==> src/logic/fpm_regs.vh <==
// register map, field positions, reset values and timing counts of the
// frequency / period / pulse measurement channel
// assumes a 32-bit apb slave clocked by pclk at 125 mhz
`ifndef FPM_REGS_VH
`define FPM_REGS_VH

// ****************************************************************
// register offsets (byte addresses)
// ****************************************************************
`define FPM_CTRL_OFS      12'h000
`define FPM_COMPARE_OFS   12'h004
`define FPM_STATUS_OFS    12'h008
`define FPM_LOW_PAIR_OFS  12'h00c
`define FPM_HIGH_PAIR_OFS 12'h010
`define FPM_RESULT_OFS    12'h014
`define FPM_REF_DIV_OFS   12'h018

// ****************************************************************
// control fields
// ****************************************************************
`define FPM_CTRL_MODE_LSB 0
`define FPM_CTRL_MODE_MSB 4
`define FPM_CTRL_REFSEL   7
`define FPM_CTRL_RESET    32'h0000_0000

// ****************************************************************
// mode encodings
// ****************************************************************
`define FPM_MODE_PULSE_LOW 5'h06
`define FPM_MODE_FREQ      5'h10
`define FPM_MODE_PERIOD    5'h11
`define FPM_MODE_FREQ_GATE 5'h12

// ****************************************************************
// reset values and timing
// ****************************************************************
`define FPM_COMPARE_RESET 32'h0000_0001
`define FPM_REF_DIV_RESET 32'h0000_007d
`define FPM_CLK_HZ        125000000
`define FPM_BASE_HZ       50000
`define FPM_BASE_DIV      (`FPM_CLK_HZ / `FPM_BASE_HZ)

`endif

==> src/logic/fpm_tick.v <==
// enable pulse divider: one pclk-wide tick every div cycles
// assumes div of zero or one gives a tick every cycle
`timescale 1ns/1ns
`default_nettype none

module fpm_tick #(
  parameter WIDTH = 32
) (
  input  wire             pclk,
  input  wire             presetn,
  input  wire [WIDTH-1:0] div,
  output reg              tick
);

  reg [WIDTH-1:0] count;

  always @(posedge pclk or negedge presetn) begin
    if (!presetn) begin
      count <= {WIDTH{1'b0}};
      tick  <= 1'b0;
    end else if (count + {{(WIDTH-1){1'b0}}, 1'b1} >= div) begin
      count <= {WIDTH{1'b0}};
      tick  <= 1'b1;
    end else begin
      count <= count + {{(WIDTH-1){1'b0}}, 1'b1};
      tick  <= 1'b0;
    end
  end

endmodule // fpm_tick

`default_nettype wire

==> src/logic/fpm_channel.v <==
// measurement channel: frequency, period, gated frequency, pulse-low
// assumes field inputs synchronous to pclk, apb master per amba spec
//
// Overview of operation
// - compare holds n, 1 to 2^32-1
// - period measurement starts on start rising edge
// - period: high pair counts reference pulses
// - period: low pair counts clock rising edges
// - stop at compare match or stop high
// - frequency: high pair clocks, low pair reference
// - control bit 7 selects reference frequency
// - gated mode: out1 is inverted gate
// - measurement modes occupy the whole channel
// - pulse-low: falling edge starts, rising stops
// - pulse-low counts with fixed 50khz base
// - direction low counts up, high down
// - clear input high clears the counter
// - result latched on rising edge, held
// - pulse-low leaves both outputs unchanged
// - frequency: low pair starts at clock edge
`timescale 1ns/1ns
`default_nettype none
`include "fpm_regs.vh"

module fpm_channel (
  input  wire        pclk,
  input  wire        presetn,
  input  wire        psel,
  input  wire        penable,
  input  wire        pwrite,
  input  wire [11:0] paddr,
  input  wire [31:0] pwdata,
  output reg  [31:0] prdata,
  output wire        pready,
  output wire        pslverr,
  input  wire        clk_in,
  input  wire        counter_clear_input,
  input  wire        start_in,
  input  wire        stop_in,
  input  wire        dir_in,
  output reg         out0,
  output reg         out1
);

  // ****************************************************************
  // state codes
  // ****************************************************************
  localparam ST_IDLE = 2'd0;
  localparam ST_ARM  = 2'd1;
  localparam ST_RUN  = 2'd2;
  localparam ST_DONE = 2'd3;

  // ****************************************************************
  // registers and decoded inputs
  // ****************************************************************
  reg [31:0] ctrl;
  reg [31:0] compare;
  reg [31:0] ref_div;
  reg [31:0] low_pair;
  reg [31:0] high_pair;
  reg [31:0] pulse_count;
  reg [31:0] result_input_area;
  reg [1:0]  state;
  reg        clk_d;
  reg        start_d;
  reg        pulse_run;
  reg        result_new;
  reg        done_flag;
  reg [31:0] next_low;
  reg [31:0] next_high;
  reg [31:0] next_prdata;

  // ****************************************************************
  // mode decode and edge strobes
  // ****************************************************************
  wire [4:0] mode = ctrl[`FPM_CTRL_MODE_MSB:`FPM_CTRL_MODE_LSB];
  wire       reference_select_byte_bit = ctrl[`FPM_CTRL_REFSEL];
  wire       clk_rise  = clk_in & ~clk_d;
  wire       clk_fall  = ~clk_in & clk_d;
  wire       start_rise = start_in & ~start_d;
  wire       is_freq   = (mode == `FPM_MODE_FREQ) ||
                         (mode == `FPM_MODE_FREQ_GATE);
  wire       is_period = (mode == `FPM_MODE_PERIOD);
  wire       is_meas   = is_freq | is_period;
  wire       is_pulse  = (mode == `FPM_MODE_PULSE_LOW);
  wire       ref_tick;
  wire       base_tick;
  wire       wr_en = psel & penable & pwrite;

  // ****************************************************************
  // apb decode
  // ****************************************************************
  function addr_hit;
    input [11:0] a;
    input [11:0] ofs;
    begin
      addr_hit = (a == ofs);
    end
  endfunction

  wire known = addr_hit(paddr, `FPM_CTRL_OFS) ||
               addr_hit(paddr, `FPM_COMPARE_OFS) ||
               addr_hit(paddr, `FPM_STATUS_OFS) ||
               addr_hit(paddr, `FPM_LOW_PAIR_OFS) ||
               addr_hit(paddr, `FPM_HIGH_PAIR_OFS) ||
               addr_hit(paddr, `FPM_RESULT_OFS) ||
               addr_hit(paddr, `FPM_REF_DIV_OFS);

  assign pready  = 1'b1;
  assign pslverr = psel & penable & ~known;

  // ****************************************************************
  // register write
  // ****************************************************************
  // a zero compare would end a measurement at once, so it is refused
  always @(posedge pclk or negedge presetn) begin
    if (!presetn) begin
      ctrl    <= `FPM_CTRL_RESET;
      compare <= `FPM_COMPARE_RESET;
      ref_div <= `FPM_REF_DIV_RESET;
    end else if (wr_en) begin
      if (addr_hit(paddr, `FPM_CTRL_OFS))
        ctrl <= pwdata;
      if (addr_hit(paddr, `FPM_COMPARE_OFS) && pwdata != 32'h0000_0000)
        compare <= pwdata;
      if (addr_hit(paddr, `FPM_REF_DIV_OFS))
        ref_div <= pwdata;
    end
  end

  // ****************************************************************
  // register read
  // ****************************************************************
  always @* begin
    next_prdata = 32'h0000_0000;
    if (psel) begin
      if (addr_hit(paddr, `FPM_CTRL_OFS))
        next_prdata = ctrl;
      if (addr_hit(paddr, `FPM_COMPARE_OFS))
        next_prdata = compare;
      if (addr_hit(paddr, `FPM_STATUS_OFS))
        next_prdata = {28'h0000000, result_new, done_flag, state};
      if (addr_hit(paddr, `FPM_LOW_PAIR_OFS))
        next_prdata = low_pair;
      if (addr_hit(paddr, `FPM_HIGH_PAIR_OFS))
        next_prdata = high_pair;
      if (addr_hit(paddr, `FPM_RESULT_OFS))
        next_prdata = result_input_area;
      if (addr_hit(paddr, `FPM_REF_DIV_OFS))
        next_prdata = ref_div;
    end
  end

  // the read word is captured in the setup cycle, so it stands as a
  // flip-flop output through the whole access cycle
  always @(posedge pclk or negedge presetn) begin
    if (!presetn) begin
      prdata <= 32'h0000_0000;
    end else if (psel && !penable) begin
      prdata <= next_prdata;
    end
  end

  // ****************************************************************
  // time bases
  // ****************************************************************
  // bit 7 picks programmable divider or the fixed 50khz base
  fpm_tick #(.WIDTH(32)) u_ref (
    .pclk    (pclk),
    .presetn (presetn),
    .div     (reference_select_byte_bit ? ref_div : `FPM_BASE_DIV),
    .tick    (ref_tick)
  );

  // pulse-low always runs on the fixed base, whatever bit 7 says
  fpm_tick #(.WIDTH(32)) u_base (
    .pclk    (pclk),
    .presetn (presetn),
    .div     (`FPM_BASE_DIV),
    .tick    (base_tick)
  );

  // ****************************************************************
  // edge detection
  // ****************************************************************
  always @(posedge pclk or negedge presetn) begin
    if (!presetn) begin
      // the measured input idles high: a low here would fake a rising edge
      clk_d   <= 1'b1;
      start_d <= 1'b0;
    end else begin
      clk_d   <= clk_in;
      start_d <= start_in;
    end
  end

  // ****************************************************************
  // frequency / period measurement
  // ****************************************************************
  always @* begin
    next_low  = low_pair;
    next_high = high_pair;
    case (mode)
      `FPM_MODE_PERIOD: begin
        if (clk_rise)
          next_low = low_pair + 32'h0000_0001;
        if (ref_tick)
          next_high = high_pair + 32'h0000_0001;
      end
      `FPM_MODE_FREQ, `FPM_MODE_FREQ_GATE: begin
        if (ref_tick)
          next_low = low_pair + 32'h0000_0001;
        if (clk_rise)
          next_high = high_pair + 32'h0000_0001;
      end
      default: begin
        next_low  = low_pair;
        next_high = high_pair;
      end
    endcase
  end

  // ****************************************************************
  // measurement state machine
  // ****************************************************************
  always @(posedge pclk or negedge presetn) begin
    if (!presetn) begin
      state     <= ST_IDLE;
      low_pair  <= 32'h0000_0000;
      high_pair <= 32'h0000_0000;
      done_flag <= 1'b0;
    end else if (!is_meas) begin
      // leaving the measurement modes parks the machine, pairs are kept
      state <= ST_IDLE;
    end else if (counter_clear_input) begin
      state     <= ST_IDLE;
      low_pair  <= 32'h0000_0000;
      high_pair <= 32'h0000_0000;
      done_flag <= 1'b0;
    end else begin
      case (state)
        ST_IDLE, ST_DONE: begin
          if (start_rise) begin
            state     <= ST_ARM;
            low_pair  <= 32'h0000_0000;
            high_pair <= 32'h0000_0000;
            done_flag <= 1'b0;
          end
        end
        ST_ARM: begin
          if (stop_in) begin
            state     <= ST_DONE;
            done_flag <= 1'b1;
          end else if (clk_rise) begin
            // the first clock edge after start is already counted
            state <= ST_RUN;
            if (is_period)
              low_pair <= 32'h0000_0001;
            else
              high_pair <= 32'h0000_0001;
          end
        end
        ST_RUN: begin
          low_pair  <= next_low;
          high_pair <= next_high;
          // match tested on the next value so the final count is kept
          if (stop_in || next_low >= compare) begin
            state     <= ST_DONE;
            done_flag <= 1'b1;
          end
        end
        default: state <= ST_IDLE;
      endcase
    end
  end

  // ****************************************************************
  // pulse-low measurement
  // ****************************************************************
  always @(posedge pclk or negedge presetn) begin
    if (!presetn) begin
      pulse_run         <= 1'b0;
      pulse_count       <= 32'h0000_0000;
      result_input_area <= 32'h0000_0000;
      result_new        <= 1'b0;
    end else if (!is_pulse) begin
      pulse_run <= 1'b0;
    end else if (counter_clear_input) begin
      pulse_run   <= 1'b0;
      pulse_count <= 32'h0000_0000;
    end else begin
      if (clk_fall) begin
        pulse_run   <= 1'b1;
        pulse_count <= 32'h0000_0000;
      end else if (clk_rise && pulse_run) begin
        pulse_run         <= 1'b0;
        result_input_area <= pulse_count;
        result_new        <= 1'b1;
      end else if (pulse_run && base_tick) begin
        // a down count wraps below zero and reads back as two's complement
        if (dir_in)
          pulse_count <= pulse_count - 32'h0000_0001;
        else
          pulse_count <= pulse_count + 32'h0000_0001;
      end
      // a result landing with the read keeps its flag: the set wins
      if (psel && penable && !pwrite &&
          addr_hit(paddr, `FPM_RESULT_OFS) && !(clk_rise && pulse_run))
        result_new <= 1'b0;
    end
  end

  // ****************************************************************
  // outputs
  // ****************************************************************
  always @(posedge pclk or negedge presetn) begin
    if (!presetn) begin
      out0 <= 1'b0;
      out1 <= 1'b0;
    end else begin
      // outputs follow the state one cycle late
      case (mode)
        `FPM_MODE_FREQ_GATE: begin
          out0 <= (state == ST_RUN);
          out1 <= ~(state == ST_RUN);
        end
        `FPM_MODE_FREQ, `FPM_MODE_PERIOD: begin
          out0 <= (state == ST_RUN);
          out1 <= (state == ST_DONE);
        end
        default: begin
          out0 <= out0;
          out1 <= out1;
        end
      endcase
    end
  end

endmodule // fpm_channel

`default_nettype wire

==> config.mk <==
export PLATFORM = sky130hd
export DESIGN_NAME = fpm_channel
export DESIGN_NICKNAME = d
export VERILOG_FILES = /design/src/logic/fpm_tick.v /design/src/logic/fpm_channel.v
export VERILOG_INCLUDE_DIRS = /design/src /design/src/logic
export SDC_FILE = /design/constraint.sdc
export NUM_CORES = 1
export LEC_CHECK = 0
export ABC_AREA = 1
export BUFFER_PORTS_ARGS = -buffer_cell sky130_fd_sc_hd__buf_2
export CAP_MARGIN = 0
export CORE_UTILIZATION = 40
export CTS_CLUSTER_SIZE = 16
export DETAILED_ROUTE_END_ITERATION = 16
export GPL_ROUTABILITY_DRIVEN = 0
export PLACE_DENSITY_LB_ADDON = 0.1
export SLEW_MARGIN = 0
export SYNTH_ARGS = -nofsm -noshare
export SYNTH_HDL_FRONTEND = slang
export SYNTH_HIERARCHICAL = 1
export SYNTH_SLANG_ARGS = --single-unit
==> constraint.sdc <==
create_clock -name pclk -period 2.59 [get_ports pclk]
set_input_delay 0.518 -clock pclk [delete_from_list [all_inputs] [get_ports pclk]]
set_output_delay 0.518 -clock pclk [all_outputs]
set_load 0.05 [all_outputs]
# Word level (Yosys, flattened, before mapping)
# Index checks and enable logic that the tools add are counted.
[word_totals]
elab_cells = 166
output_inout_bits = 36
input_bits = 54
ff_bits = 331
[classes]
n_reduce_logical = 39
bitwise_logic = 14
n_eq_ne = 29
n_lt_le_gt_ge = 3
add_sub_neg = 6
muxes = 55
[op_table]
columns = ["operator", "count"]
rows = [
  ["32-bit two-way mux", 29],
  ["32-bit case mux with 3 select lines", 2],
  ["32-bit by 1-bit adder with 32-bit output (second input constant)", 5],
  ["32-bit case mux with 2 select lines", 2],
  ["32-bit >= comparator", 2],
  ["12-bit by 5-bit equality test with 1-bit output (second input constant)", 3],
  ["32-bit by 12-bit >= comparator with 1-bit output (second input constant)", 1],
  ["32-bit nonzero test", 1],
  ["32-bit by 1-bit subtractor with 32-bit output (second input constant)", 1],
  ["12-bit by 4-bit equality test with 1-bit output (second input constant)", 2],
  ["3-bit != test (second input constant)", 8],
  ["5-bit equality test (second input constant)", 3],
  ["1-bit two-way mux", 13],
  ["12-bit by 3-bit equality test with 1-bit output (second input constant)", 1],
  ["12-bit logical NOT", 1],
  ["2-bit two-way mux", 6],
  ["4-bit by 3-bit != test with 1-bit output (second input constant)", 3],
  ["4-bit != test (second input constant)", 3],
  ["4-bit AND reduction", 3],
  ["1-bit logical AND", 8],
  ["1-bit logical OR", 8],
  ["8-bit AND reduction", 1],
  ["1-bit inverter", 7],
  ["1-bit bitwise AND", 6],
  ["other kinds (18)", 27],
]

# Logic depth before layout (Yosys ltp)
# Gate-level depths: netlist of run 1.
[depth]
depth_word = 10
mapped_depth = 27
mapped_depth_nobuf = 27

# Cells and area by module
# The synthesis of run 1 kept the hierarchy.
[modules_own_cells]
columns = ["module", "cells_each", "seq_area_each_um2", "area_each_um2", "n_inst"]
rows = [
  ["fpm_channel", 2276, 6641.4, 16613.4, 1],
  ["fpm_tick (u_ref)", 416, 825.8, 2876.5, 1],
  ["fpm_tick (u_base)", 411, 825.8, 2865.2, 1],
]

# Least setup slack after synthesis of run 1
# OpenSTA, ideal clock, no wires.
[synth_timing]
kind = "input to output"
from = "in paddr[5]"
to = "out pslverr"
path_buffers = 2
path_slack_ns = -0.844
cell_stages = 8
required_ns = 2.072
arrival_ns = 2.916
cell_sequence = "inv_1 nand3_1 inv_1 nand3_1 clkbuf_1 buf_2 nand3_1 nor4_1"
[synth_via]
elab_chain_cells = 9
word_cells_on_any_way = 15
cone_classes = "eq/ne: 6; bitwise: 2; reduce/logical: 7"
[synth_rtl]
columns = ["element", "line", "text"]
rows = [
  ["start: declaration", "fpm_channel.v:31", "input wire [11:0] paddr,"],
  ["12-bit by 3-bit equality test with 1-bit output or 12-bit logical NOT (tied branches)", "fpm_channel.v:97", "addr_hit = (a == ofs);"],
  ["1-bit logical OR (5 in a row)", "fpm_channel.v:101", "wire known = addr_hit(paddr, `FPM_CTRL_OFS) ||"],
  ["1-bit logical OR *", "fpm_channel.v:101", ""],
  ["1-bit inverter *", "fpm_channel.v:110", "assign pslverr = psel & penable & ~known;"],
  ["1-bit bitwise AND *", "fpm_channel.v:110", ""],
  ["end: declaration", "fpm_channel.v:35", "output wire pslverr,"],
]
# Every way passes the cells marked *; elsewhere a longest branch is shown, timed or not.

# Worst setup path after layout of run 1
[layout_timing]
from = "reg low_pair[0]"
to = "reg state[1]"
[layout_via]
elab_chain_cells = 7
word_cells_on_any_way = 8
cone_classes = "add/sub: 1; order compare: 1; eq/ne: 1; mux: 3; reduce/logical: 2"
[layout_rtl]
columns = ["element", "line", "text"]
rows = [
  ["start: declaration", "fpm_channel.v:59", "reg [31:0] low_pair;"],
  ["start signal: assignment", "fpm_channel.v:264", "low_pair <= next_low;"],
  ["32-bit by 1-bit adder with 32-bit output", "fpm_channel.v:206, fpm_channel.v:212", ""],
  ["32-bit two-way mux, on equally long branches", "fpm_channel.v:211, fpm_channel.v:205", ""],
  ["32-bit case mux with 2 select lines *", "fpm_channel.v:203", "case (mode)"],
  ["32-bit >= comparator *", "fpm_channel.v:267", "if (stop_in || next_low >= compare) begin"],
  ["1-bit logical OR *", "fpm_channel.v:267", ""],
  ["4-bit != test (no line) *", "-", ""],
  ["3-bit AND reduction (no line) *", "-", ""],
  ["end signal: assignment", "fpm_channel.v:256", "state <= ST_RUN;"],
  ["end signal: assignment", "fpm_channel.v:268", "state <= ST_DONE;"],
  ["end signal: assignment", "fpm_channel.v:272", "default: state <= ST_IDLE;"],
  ["end: declaration", "fpm_channel.v:63", "reg [1:0] state;"],
]
# Marked as above.
# A chain may end at the register's enable or synchronous reset.

==> results of run 1 <==
## stage by stage
| stage | instance area [um2] | setup WS [ns] | hold WS, ns |
|---|---|---|---|
| 6_report | 29600 | -0.677 | 0.0868 |
| 5_1_grt | 29600 | -0.865 | 0.0797 |
| 3_3_place_gp | 26600 | -0.844 | 0.460 |
| 4_1_cts | 28900 | -0.634 | 0.0636 |
| 3_5_place_dp | 26600 | -0.946 | 0.461 |
| 2_1_floorplan | 22500 | -0.265 | 0.222 |
## synth_stat cells, drive strengths merged, types with 43 or more instances
| cell | count | area [um2] |
|---|---|---|
| nand2 | 788 | 3030 |
| inv | 527 | 1980 |
| dfrtp | 323 | 8080 |
| o21ai | 312 | 1570 |
| nor2 | 303 | 1300 |
| nand3 | 134 | 736 |
| ha | 132 | 1650 |
| a21oi | 122 | 622 |
| nor3 | 77 | 490 |
| clkbuf | 50 | 188 |
| nand4 | 45 | 288 |
| xor2 | 43 | 377 |
## routing by layer
metal  vias to the layer above  track usage, %  wire length (um)
li1                      11006               -                 -
met2                       662            45.8             36700
met4                         0            10.0              2680
met1                     10839            39.2             36500
met5                         -               0                 0
met3                       146            3.75              4310
## what timing repair did
item,in CTS,in global routing
resized for setup,151,150
hold buffers,1,0
cloned,6,1
endpoints found under the setup margin,70,78
hold endpoints to repair,46,0
buffers inserted,21,21
pin swaps,43,41
## placed cells by master, fill, tap and decap left out, types with 86 or more instances in the layout
master / n
ha_1: 120
nand3_1: 112
nor2_1: 181
nand2_1: 728
dfrtp_1: 323
inv_1: 487
a21oi_1: 117
o21ai_0: 250
buf_2: 86
buf_4: 378
## report_power, final
group          leakage (nW)  switching, W  internal, W
Combinational          10.1      0.000853     0.000541
Clock                 0.665       0.00238      0.00356
Sequential             4.26     0.0000773      0.00525
## worst max-delay path: stages (launching register included)
cell      delay [ns]
dfrtp_1         0.38
ha_2            0.20
nand2_2         0.06
nor2_2          0.09
nand3b_1        0.15
nor2_4          0.16
nand3_4         0.16
nor4_4          0.28
nand4_1         0.16
and2_1          0.19
ha_1            0.29
nand2_2         0.09
o21ai_1         0.08
nand2_1         0.08
nand2_2         0.06
a21oi_4         0.14
nand3_2         0.14
nor2_2          0.11
nand3_2         0.13
nand4_1         0.14
nand2_1         0.05
## path summary, 6_finish.rpt
kind | from | endpoint | slack [ns] | cells after the start
setup / recovery | low_pair[0]$_DFFE_PN0P_ | state[1]$_DFFE_PN0P_ | -0.68 | 20
hold / removal | start_in | start_d$_DFF_PN0_ | 0.09 | 1
setup reg to reg | low_pair[0]$_DFFE_PN0P_ | state[1]$_DFFE_PN0P_ | -0.68 | 20
hold reg to reg | prdata[2]$_DFFE_PN0P_ | prdata[2]$_DFFE_PN0P_ | 0.47 | 2
max in group asynchronous | presetn | low_pair[28]$_DFFE_PN0P_ | 1.30 | 3
min in group asynchronous | presetn | done_flag$_DFFE_PN0P_ | 0.53 | 2
## cell type report
cell class	instances	area share, %
inverter	528	6.72
sequential	331	28.0
multi-input combinational	2189	43.8
clock inverter	11	0.469
clock buffer	65	4.15
timing repair buffer	505	13.7
tap	748	3.16
## cells by family (layout without fill, tap and decap cells)
family	count (synthesis)	after routing	synth area share, %
AND/OR/NAND/NOR	1390	1390	27.5
buffers and inverters	614	1109	10.7
AO/OA/AOI/OAI	579	579	15.0
flip-flops	331	331	37.1
adder cells (fa/ha/maj)	133	133	7.48
XOR/XNOR	51	51	2.00
multiplexers	3	3	0.151
other	2	33	0.0336
==> results.yml, run 1 <==
run_status:
  status: "complete, but fails checks"
  violations: "negative setup slack"
logic_synthesis:
  ys_warn_count: 6
  synth_area_um2: 22400
  ys_seq_area_share_pct: 37.1
  synth.avg_cell_area_um2: 7.20
  synthDistinctLibCells: 69
  synth-edff-count: 0
  synth_cells: 3103
  synth_seq_cells: 331
  async_flop_share_pct: 100
  yosys_most_used_dff: "dfrtp_1"
final_layout:
  utilization_pct: 53.6
  fin_cells: 4377
  regArea_um2: 8290
  final_nets: 3784
  fillers: 5324
  drive_above_1_share_pct: 25.4
  n_antenna_cell: 0
  multi_input_area_um2: 13000
  syn_to_final_growth_pct: 32.4
detailed_routing:
  routed_via_density: 5.18
  antenna_left: 0
  drc: 0
  routed_wl_um: 80200
  via_count: 22653
  wl_per_cell_um: 18.3
  drt_iter0_markers: 1574
  dr.pass1.iters: 5
global_route:
  grt_max_degree: 61
  grt_overflow_total: 0
  grt_pass1_vias: 22278
  grt_use_total_pct: 28.5
  grt_antenna_before_repair: 2
  grt_pass1_wl_um: 126000
pwr:
  ir_worst_vdd_uv: 389
  power.total_w: 0.0127
  p_leak_nw: 15.0
  powerDensity_nw_per_um2: 428
floorplan:
  rows: 86
  dieHeight_um: 238
  initial_core_util_pct: 40.5
  ios: 90
  die_area_um2: 56800
  die_w_um: 238
  fp.coreArea_um2: 55200
cts:
  insertion_delay_ns: 0.58
  cts_tree: "built"
  cts_root_buffer: "clkbuf_16"
  clk_pin_slew_ns: 0.06
  cts_buffers: 42
  ctsHtreeMaxLevel: 2
  clockBufferDepth: 3
  cts_sinks: 331
timing:
  setup_violations: 69
  rsz0062_at_grt: "yes"
  finalCritPeriodShare_pct: 126
  fin_skew_ns: 0.0263
  fmax_mhz: 306
  finalCriticalPeriod_ns: 3.27
  hold_viol: 0
  maxSlewViolCount: 0
  max-slew-margin-rel_pct: 54.6
  setup_tns_ns: -18.97
  setup_ws_ns: -0.677
  tightest_slew_ns: 0.674
place:
  dp.cells: 4257
  numPortBuffers: 88
  place_hpwl_um: 61200
run:
  cap_violations: 0
critical_path:
  crit_type: "reg -> reg"
  worst-path-max-fanout: 5
  worstSetupEndpointType: "flip-flop"
  crit_path_start_kind: "flip-flop"
  cp.arrival_ns: 3.72
  cp.required_ns: 3.04
min_path:
  hold_path_class: "in -> reg"
Power figures use the tool's default switching activity.
==> run 2, diff against run 1 <==
clock period = 2.9 ns   (was 2.59 ns; I/O delays follow)
==> run 2 against run 1 <==
The run still ends with negative setup slack left. Worst setup slack improved by 0.18 ns. Critical path depth increased by 2. Routed wire length is 2.4% lower. Clock skew decreased by 0.0086 ns. Core utilization down 2.9 points. Flip-flop and latch count stayed put. Register-to-register slack gained 0.18 ns. Total power shrank 9.5%. Sequential share of layout area grew 1.6 points. Non-clock buffer count decreased by 168. Critical path type unchanged. Largest cell class unchanged. Highest routed layer unchanged.
==> results.yml, run 2 (synthesis results as in run 1) <==
final_layout:
  n_antenna_cell: 0
  drive_above_1_share_pct: 20.3
  final_nets: 3616
  final_common_cell: "nand2_1"
  syn_to_final_growth_pct: 25.2
  fin_area_um2: 28000
  final_cell_mix: "nand2_1 (734), inv_1 (495), dfrtp_1 (315)"
floorplan:
  ios: 90
  fp.coreArea_um2: 55200
  die_area_um2: 56800
  die_w_um: 238
  dieHeight_um: 238
  rows: 86
  initial_core_util_pct: 40.5
timing:
  tightest_slew_ns: 0.698
  finalCritPeriodShare_pct: 117
  maxSlewViolCount: 0
  setup_ws_ns: -0.498
  fin_skew_ns: 0.0177
  setup_violations: 3
  finalCriticalPeriod_ns: 3.40
  fmax_mhz: 294
  max-slew-margin-rel_pct: 52.9
  fin_hold_ws_ns: 0.130
  rsz0062_at_grt: "yes"
  setup_tns_ns: -1.43
  hold_viol: 0
global_route:
  grt_pass1_vias: 20880
  grt_use_total_pct: 27.1
  met3_usage_pct: 3.26
  top_usage_layer: "met2"
  grt_overflow_total: 0
  grt_pass1_wl_um: 119000
  grt_antenna_before_repair: 1
  grt_max_degree: 77
  met2_usage_pct: 43.1
  grt.met1_usage_pct: 37.7
place:
  place_hpwl_um: 59200
  numPortBuffers: 88
  place_area_um2: 25300
detailed_routing:
  dr.pass1.iters: 6
  routed_via_density: 5.22
  drc: 0
  wl_per_cell_um: 18.6
  antenna_left: 0
  routed_wl_um: 78200
  via_count: 21947
  drt_iter0_markers: 1681
critical_path:
  cp.required_ns: 3.41
  crit_type: "reg -> reg"
  timing.rr.start: "low_pair[1]$_DFFE_PN0P_"
  cp.arrival_ns: 3.91
  crit_start: "low_pair[1]$_DFFE_PN0P_"
  worstSetupEndpointType: "flip-flop"
  worst-path-max-fanout: 5
  crit_path_start_kind: "flip-flop"
min_path:
  hold_start: "start_in"
  hold_path_class: "in -> reg"
run:
  cap_violations: 0
pwr:
  power.total_w: 0.0115
  powerDensity_nw_per_um2: 410
  ir_worst_vdd_uv: 419
  p_leak_nw: 14.2
cts:
  insertion_delay_ns: 0.57
  ctsHtreeMaxLevel: 2
  cts_buffers: 42
  clk_pin_slew_ns: 0.06
  clockBufferDepth: 3
  cts_sinks: 331
  cts_root_buffer: "clkbuf_16"
  cts_tree: "built"
run_status:
  violations: "negative setup slack"
  status: "complete, but fails checks"
-- run 2: timing repair --
item | CTS | global route
cloned | 0 | 8
setup endpoints to repair | 35 | 70
buffers inserted | 15 | 24
hold endpoints to repair | 9 | 0
gates resized for setup | 24 | 178
hold buffers | 1 | 0
pin swaps | 8 | 57
-- run 2: power breakdown --
group | internal [W] | switching, W
Sequential | 0.00469 | 0.0000695
Clock | 0.00339 | 0.00216
Combinational | 0.000424 | 0.000727
Total | 0.00850 | 0.00296
-- run 2: worst paths after layout --
kind | slack (ns) | depth (start not counted) | to
worst max-delay path | -0.50 | 22 | state[1]$_DFFE_PN0P_
worst min-delay path | 0.13 | 1 | start_d$_DFF_PN0_
worst max register to register | -0.50 | 22 | state[1]$_DFFE_PN0P_
worst min register to register | 0.47 | 2 | prdata[0]$_DFFE_PN0P_
max in group asynchronous | 1.43 | 3 | prdata[27]$_DFFE_PN0P_
min in group asynchronous | 0.58 | 2 | start_d$_DFF_PN0_
-- run 2: per-stage QoR --
| stage | instances | util [%] | setup slack (ns) |
|---|---|---|---|
| finish | 4208 | 50.7 | -0.498 |
| detailed placement | 4091 | 45.8 | -0.590 |
| global route | 4208 | 50.7 | -0.663 |
| floorplan | 3134 | - | 0.00329 |
| CTS | 4182 | 48.8 | -0.435 |
| global placement | 4091 | 45.8 | -0.505 |
-- run 2: per-layer routing --
layer,wire length [um],part of all wire (%)
met2,35600,46
met5,0,0
met3,4210,5.4
met1,35700,46
met4,2740,3.5
-- run 2: worst max-delay path, stage by stage, from the launching register on --
cell and delay (ns):
dfrtp_1 0.37, ha_2 0.19, nand2_2 0.06, nor2_1 0.10
nand3b_1 0.15, nor2_4 0.16, nand3_4 0.15, nor4_4 0.31
buf_4 0.20, nand3_1 0.10, nand2_2 0.11, ha_2 0.26
nand2_1 0.08, nor2_2 0.05, nand2_2 0.10, inv_2 0.06
a21oi_4 0.18, nand3_2 0.15, nor2_2 0.14, nand3_2 0.12
nand2_2 0.14, nand3_2 0.06, nand2_1 0.08
-- run 2: cell type report --
class | count | area (um2)
clock buffers | 59 | 1190
inverters | 528 | 1990
clock inverters | 16 | 250
well taps | 748 | 936
flip-flops and latches | 331 | 8300
repair buffers | 337 | 2720
fillers | 5456 | 27200
multi-input cells | 2189 | 12600
==> run 3, diff against run 2 <==
BUFFER_PORTS_ARGS = unset   (was -buffer_cell sky130_fd_sc_hd__buf_2)
DONT_BUFFER_PORTS = 1   (was unset)
==> run 3 against run 2 <==
The run ends with negative hold slack, negative setup slack left. Via count down 2.7%. Clock skew is essentially flat. Sequential power grew 1%. Combinational power fell by 23%. Die area stayed put. Critical path depth is the same. Global-route usage decreased by 0.31 points. Final cell count decreased by 2.9%. Total power is 5.9% lower.
==> results.yml, run 3 (synthesis results as in run 1) <==
detailed_routing:
  antenna_left: 0
  routed_via_density: 5.23
  drt_iter0_markers: 1658
  routed_wl_um: 76900
  dr.pass1.iters: 5
  via_count: 21352
  wl_per_cell_um: 18.8
  drc: 0
timing:
  setup_violations: 3
  setup_tns_ns: -1.23
  fin_skew_ns: 0.0172
  finalCritPeriodShare_pct: 114
  rsz0062_at_grt: "yes"
  setup_ws_ns: -0.414
  fmax_mhz: 302
  max-slew-margin-rel_pct: 49.6
  fin_hold_ws_ns: -0.289
  hold_viol: 324
  tightest_slew_ns: 0.756
  finalCriticalPeriod_ns: 3.31
  maxSlewViolCount: 0
cts:
  cts_sinks: 331
  clockBufferDepth: 3
  cts_buffers: 42
  clk_pin_slew_ns: 0.06
  insertion_delay_ns: 0.58
  ctsHtreeMaxLevel: 2
  cts_hold_buf: 1
  cts_tree: "built"
  cts_root_buffer: "clkbuf_16"
critical_path:
  worst-path-max-fanout: 5
  cp.required_ns: 3.41
  r2r_cells: 22
  cp.arrival_ns: 3.82
  crit_type: "reg -> reg"
  crit_path_start_kind: "flip-flop"
  worstSetupEndpointType: "flip-flop"
global_route:
  grt_pass1_wl_um: 118000
  grt_antenna_before_repair: 1
  grt_overflow_total: 0
  grt_pass1_vias: 20637
  grt_use_total_pct: 26.8
  grt_max_degree: 332
place:
  place_hpwl_um: 57500
  numPortBuffers: 0
floorplan:
  die_w_um: 238
  rows: 86
  fp.coreArea_um2: 55200
  ios: 90
  dieHeight_um: 238
  initial_core_util_pct: 40.5
  die_area_um2: 56800
final_layout:
  drive_above_1_share_pct: 18.1
  fillers: 5545
  n_antenna_cell: 0
  final_common_cell: "nand2_1"
  regArea_um2: 8300
  syn_to_final_growth_pct: 21.4
  final_nets: 3496
  multi_input_area_um2: 12700
  final_cell_mix: "nand2_1 (724), inv_1 (489), dfrtp_1 (316)"
pwr:
  powerDensity_nw_per_um2: 398
  p_leak_nw: 13.6
  ir_worst_vdd_uv: 350
run_status:
  violations: "negative hold slack, negative setup slack"
  status: "complete, but fails checks"
run:
  cap_violations: 0
min_path:
  hold_path_class: "in -> async"
run 3: cell type report:
type | instances | area share [%]
Clock buffer | 63 | 4.46
Clock inverter | 8 | 0.309
Inverter | 528 | 7.33
Multi-Input combinational cell | 2189 | 46.9
Sequential cell | 331 | 30.6
Tap cell | 748 | 3.45
Timing Repair Buffer | 217 | 6.95
run 3: path summary, 6_finish.rpt:
kind,from,to,slack [ns]
setup reg to reg,low_pair[0]$_DFFE_PN0P_,state[1]$_DFFE_PN0P_,-0.41
hold / removal,presetn,start_d$_DFF_PN0_,-0.29
hold reg to reg,compare[21]$_DFFE_PN0P_,compare[21]$_DFFE_PN0P_,0.48
min in group pclk,start_in,start_d$_DFF_PN0_,0.04
setup / recovery,low_pair[0]$_DFFE_PN0P_,state[1]$_DFFE_PN0P_,-0.41
max in group asynchronous,presetn,result_input_area[29]$_DFFE_PN0P_,2.56
run 3: worst max-delay path, cell delays in order (launching register included):
cell	delay [ns]
dfrtp_1	0.38
ha_2	0.20
nand2_2	0.06
nor2_1	0.09
nand3b_1	0.16
nor2_4	0.17
nand3_4	0.15
nor2_4	0.14
buf_6	0.10
nand3b_1	0.13
o21ai_2	0.16
o21ai_2	0.09
ha_1	0.29
nand2_2	0.10
o21a_1	0.14
nand2_1	0.06
a21oi_2	0.16
nand3_2	0.17
nor2_2	0.13
nand3_2	0.13
nand2_2	0.10
nand3_1	0.07
nand2_1	0.07
run 3: routing by layer:
layer | track usage [%] | up-vias | wire (um)
met1 | 37.0 | 10224 | 35000
met4 | 9.23 | 2 | 2530
met2 | 42.8 | 588 | 35100
li1 | - | 10411 | -
met3 | 3.55 | 127 | 4220
met5 | 0 | - | 10
run 3: report_power, final:
group / switching (W) / internal [W] / leakage [nW]
clock: 0.00212 / 0.00297 / 0.638
combinational: 0.000546 / 0.000344 / 8.70
sequential: 0.000120 / 0.00469 / 4.25
total: 0.00279 / 0.00800 / 13.6
run 3: metrics by stage:
step                util, %  instances  cell area [um2]  setup slack [ns]  power, W
global route           49.2       4084            27100            -0.644    0.0112
detailed placement     44.3       3971            24500            -0.549   0.00572
floorplan                 -       3134            22500           0.00329   0.00541
finish                 49.2       4084            27100            -0.414    0.0108
global placement       44.3       3971            24500            -0.477   0.00571
CTS                    46.9       4047            25900            -0.305    0.0109
run 3: repair_timing:
item | 4_1_cts | 5_1_grt
hold endpoints to repair | 332 | 325
gates cloned | 0 | 7
setup buffers | 4 | 30
pin swaps | 7 | 54
endpoints found under the setup margin | 32 | 69
gates resized for setup | 23 | 209
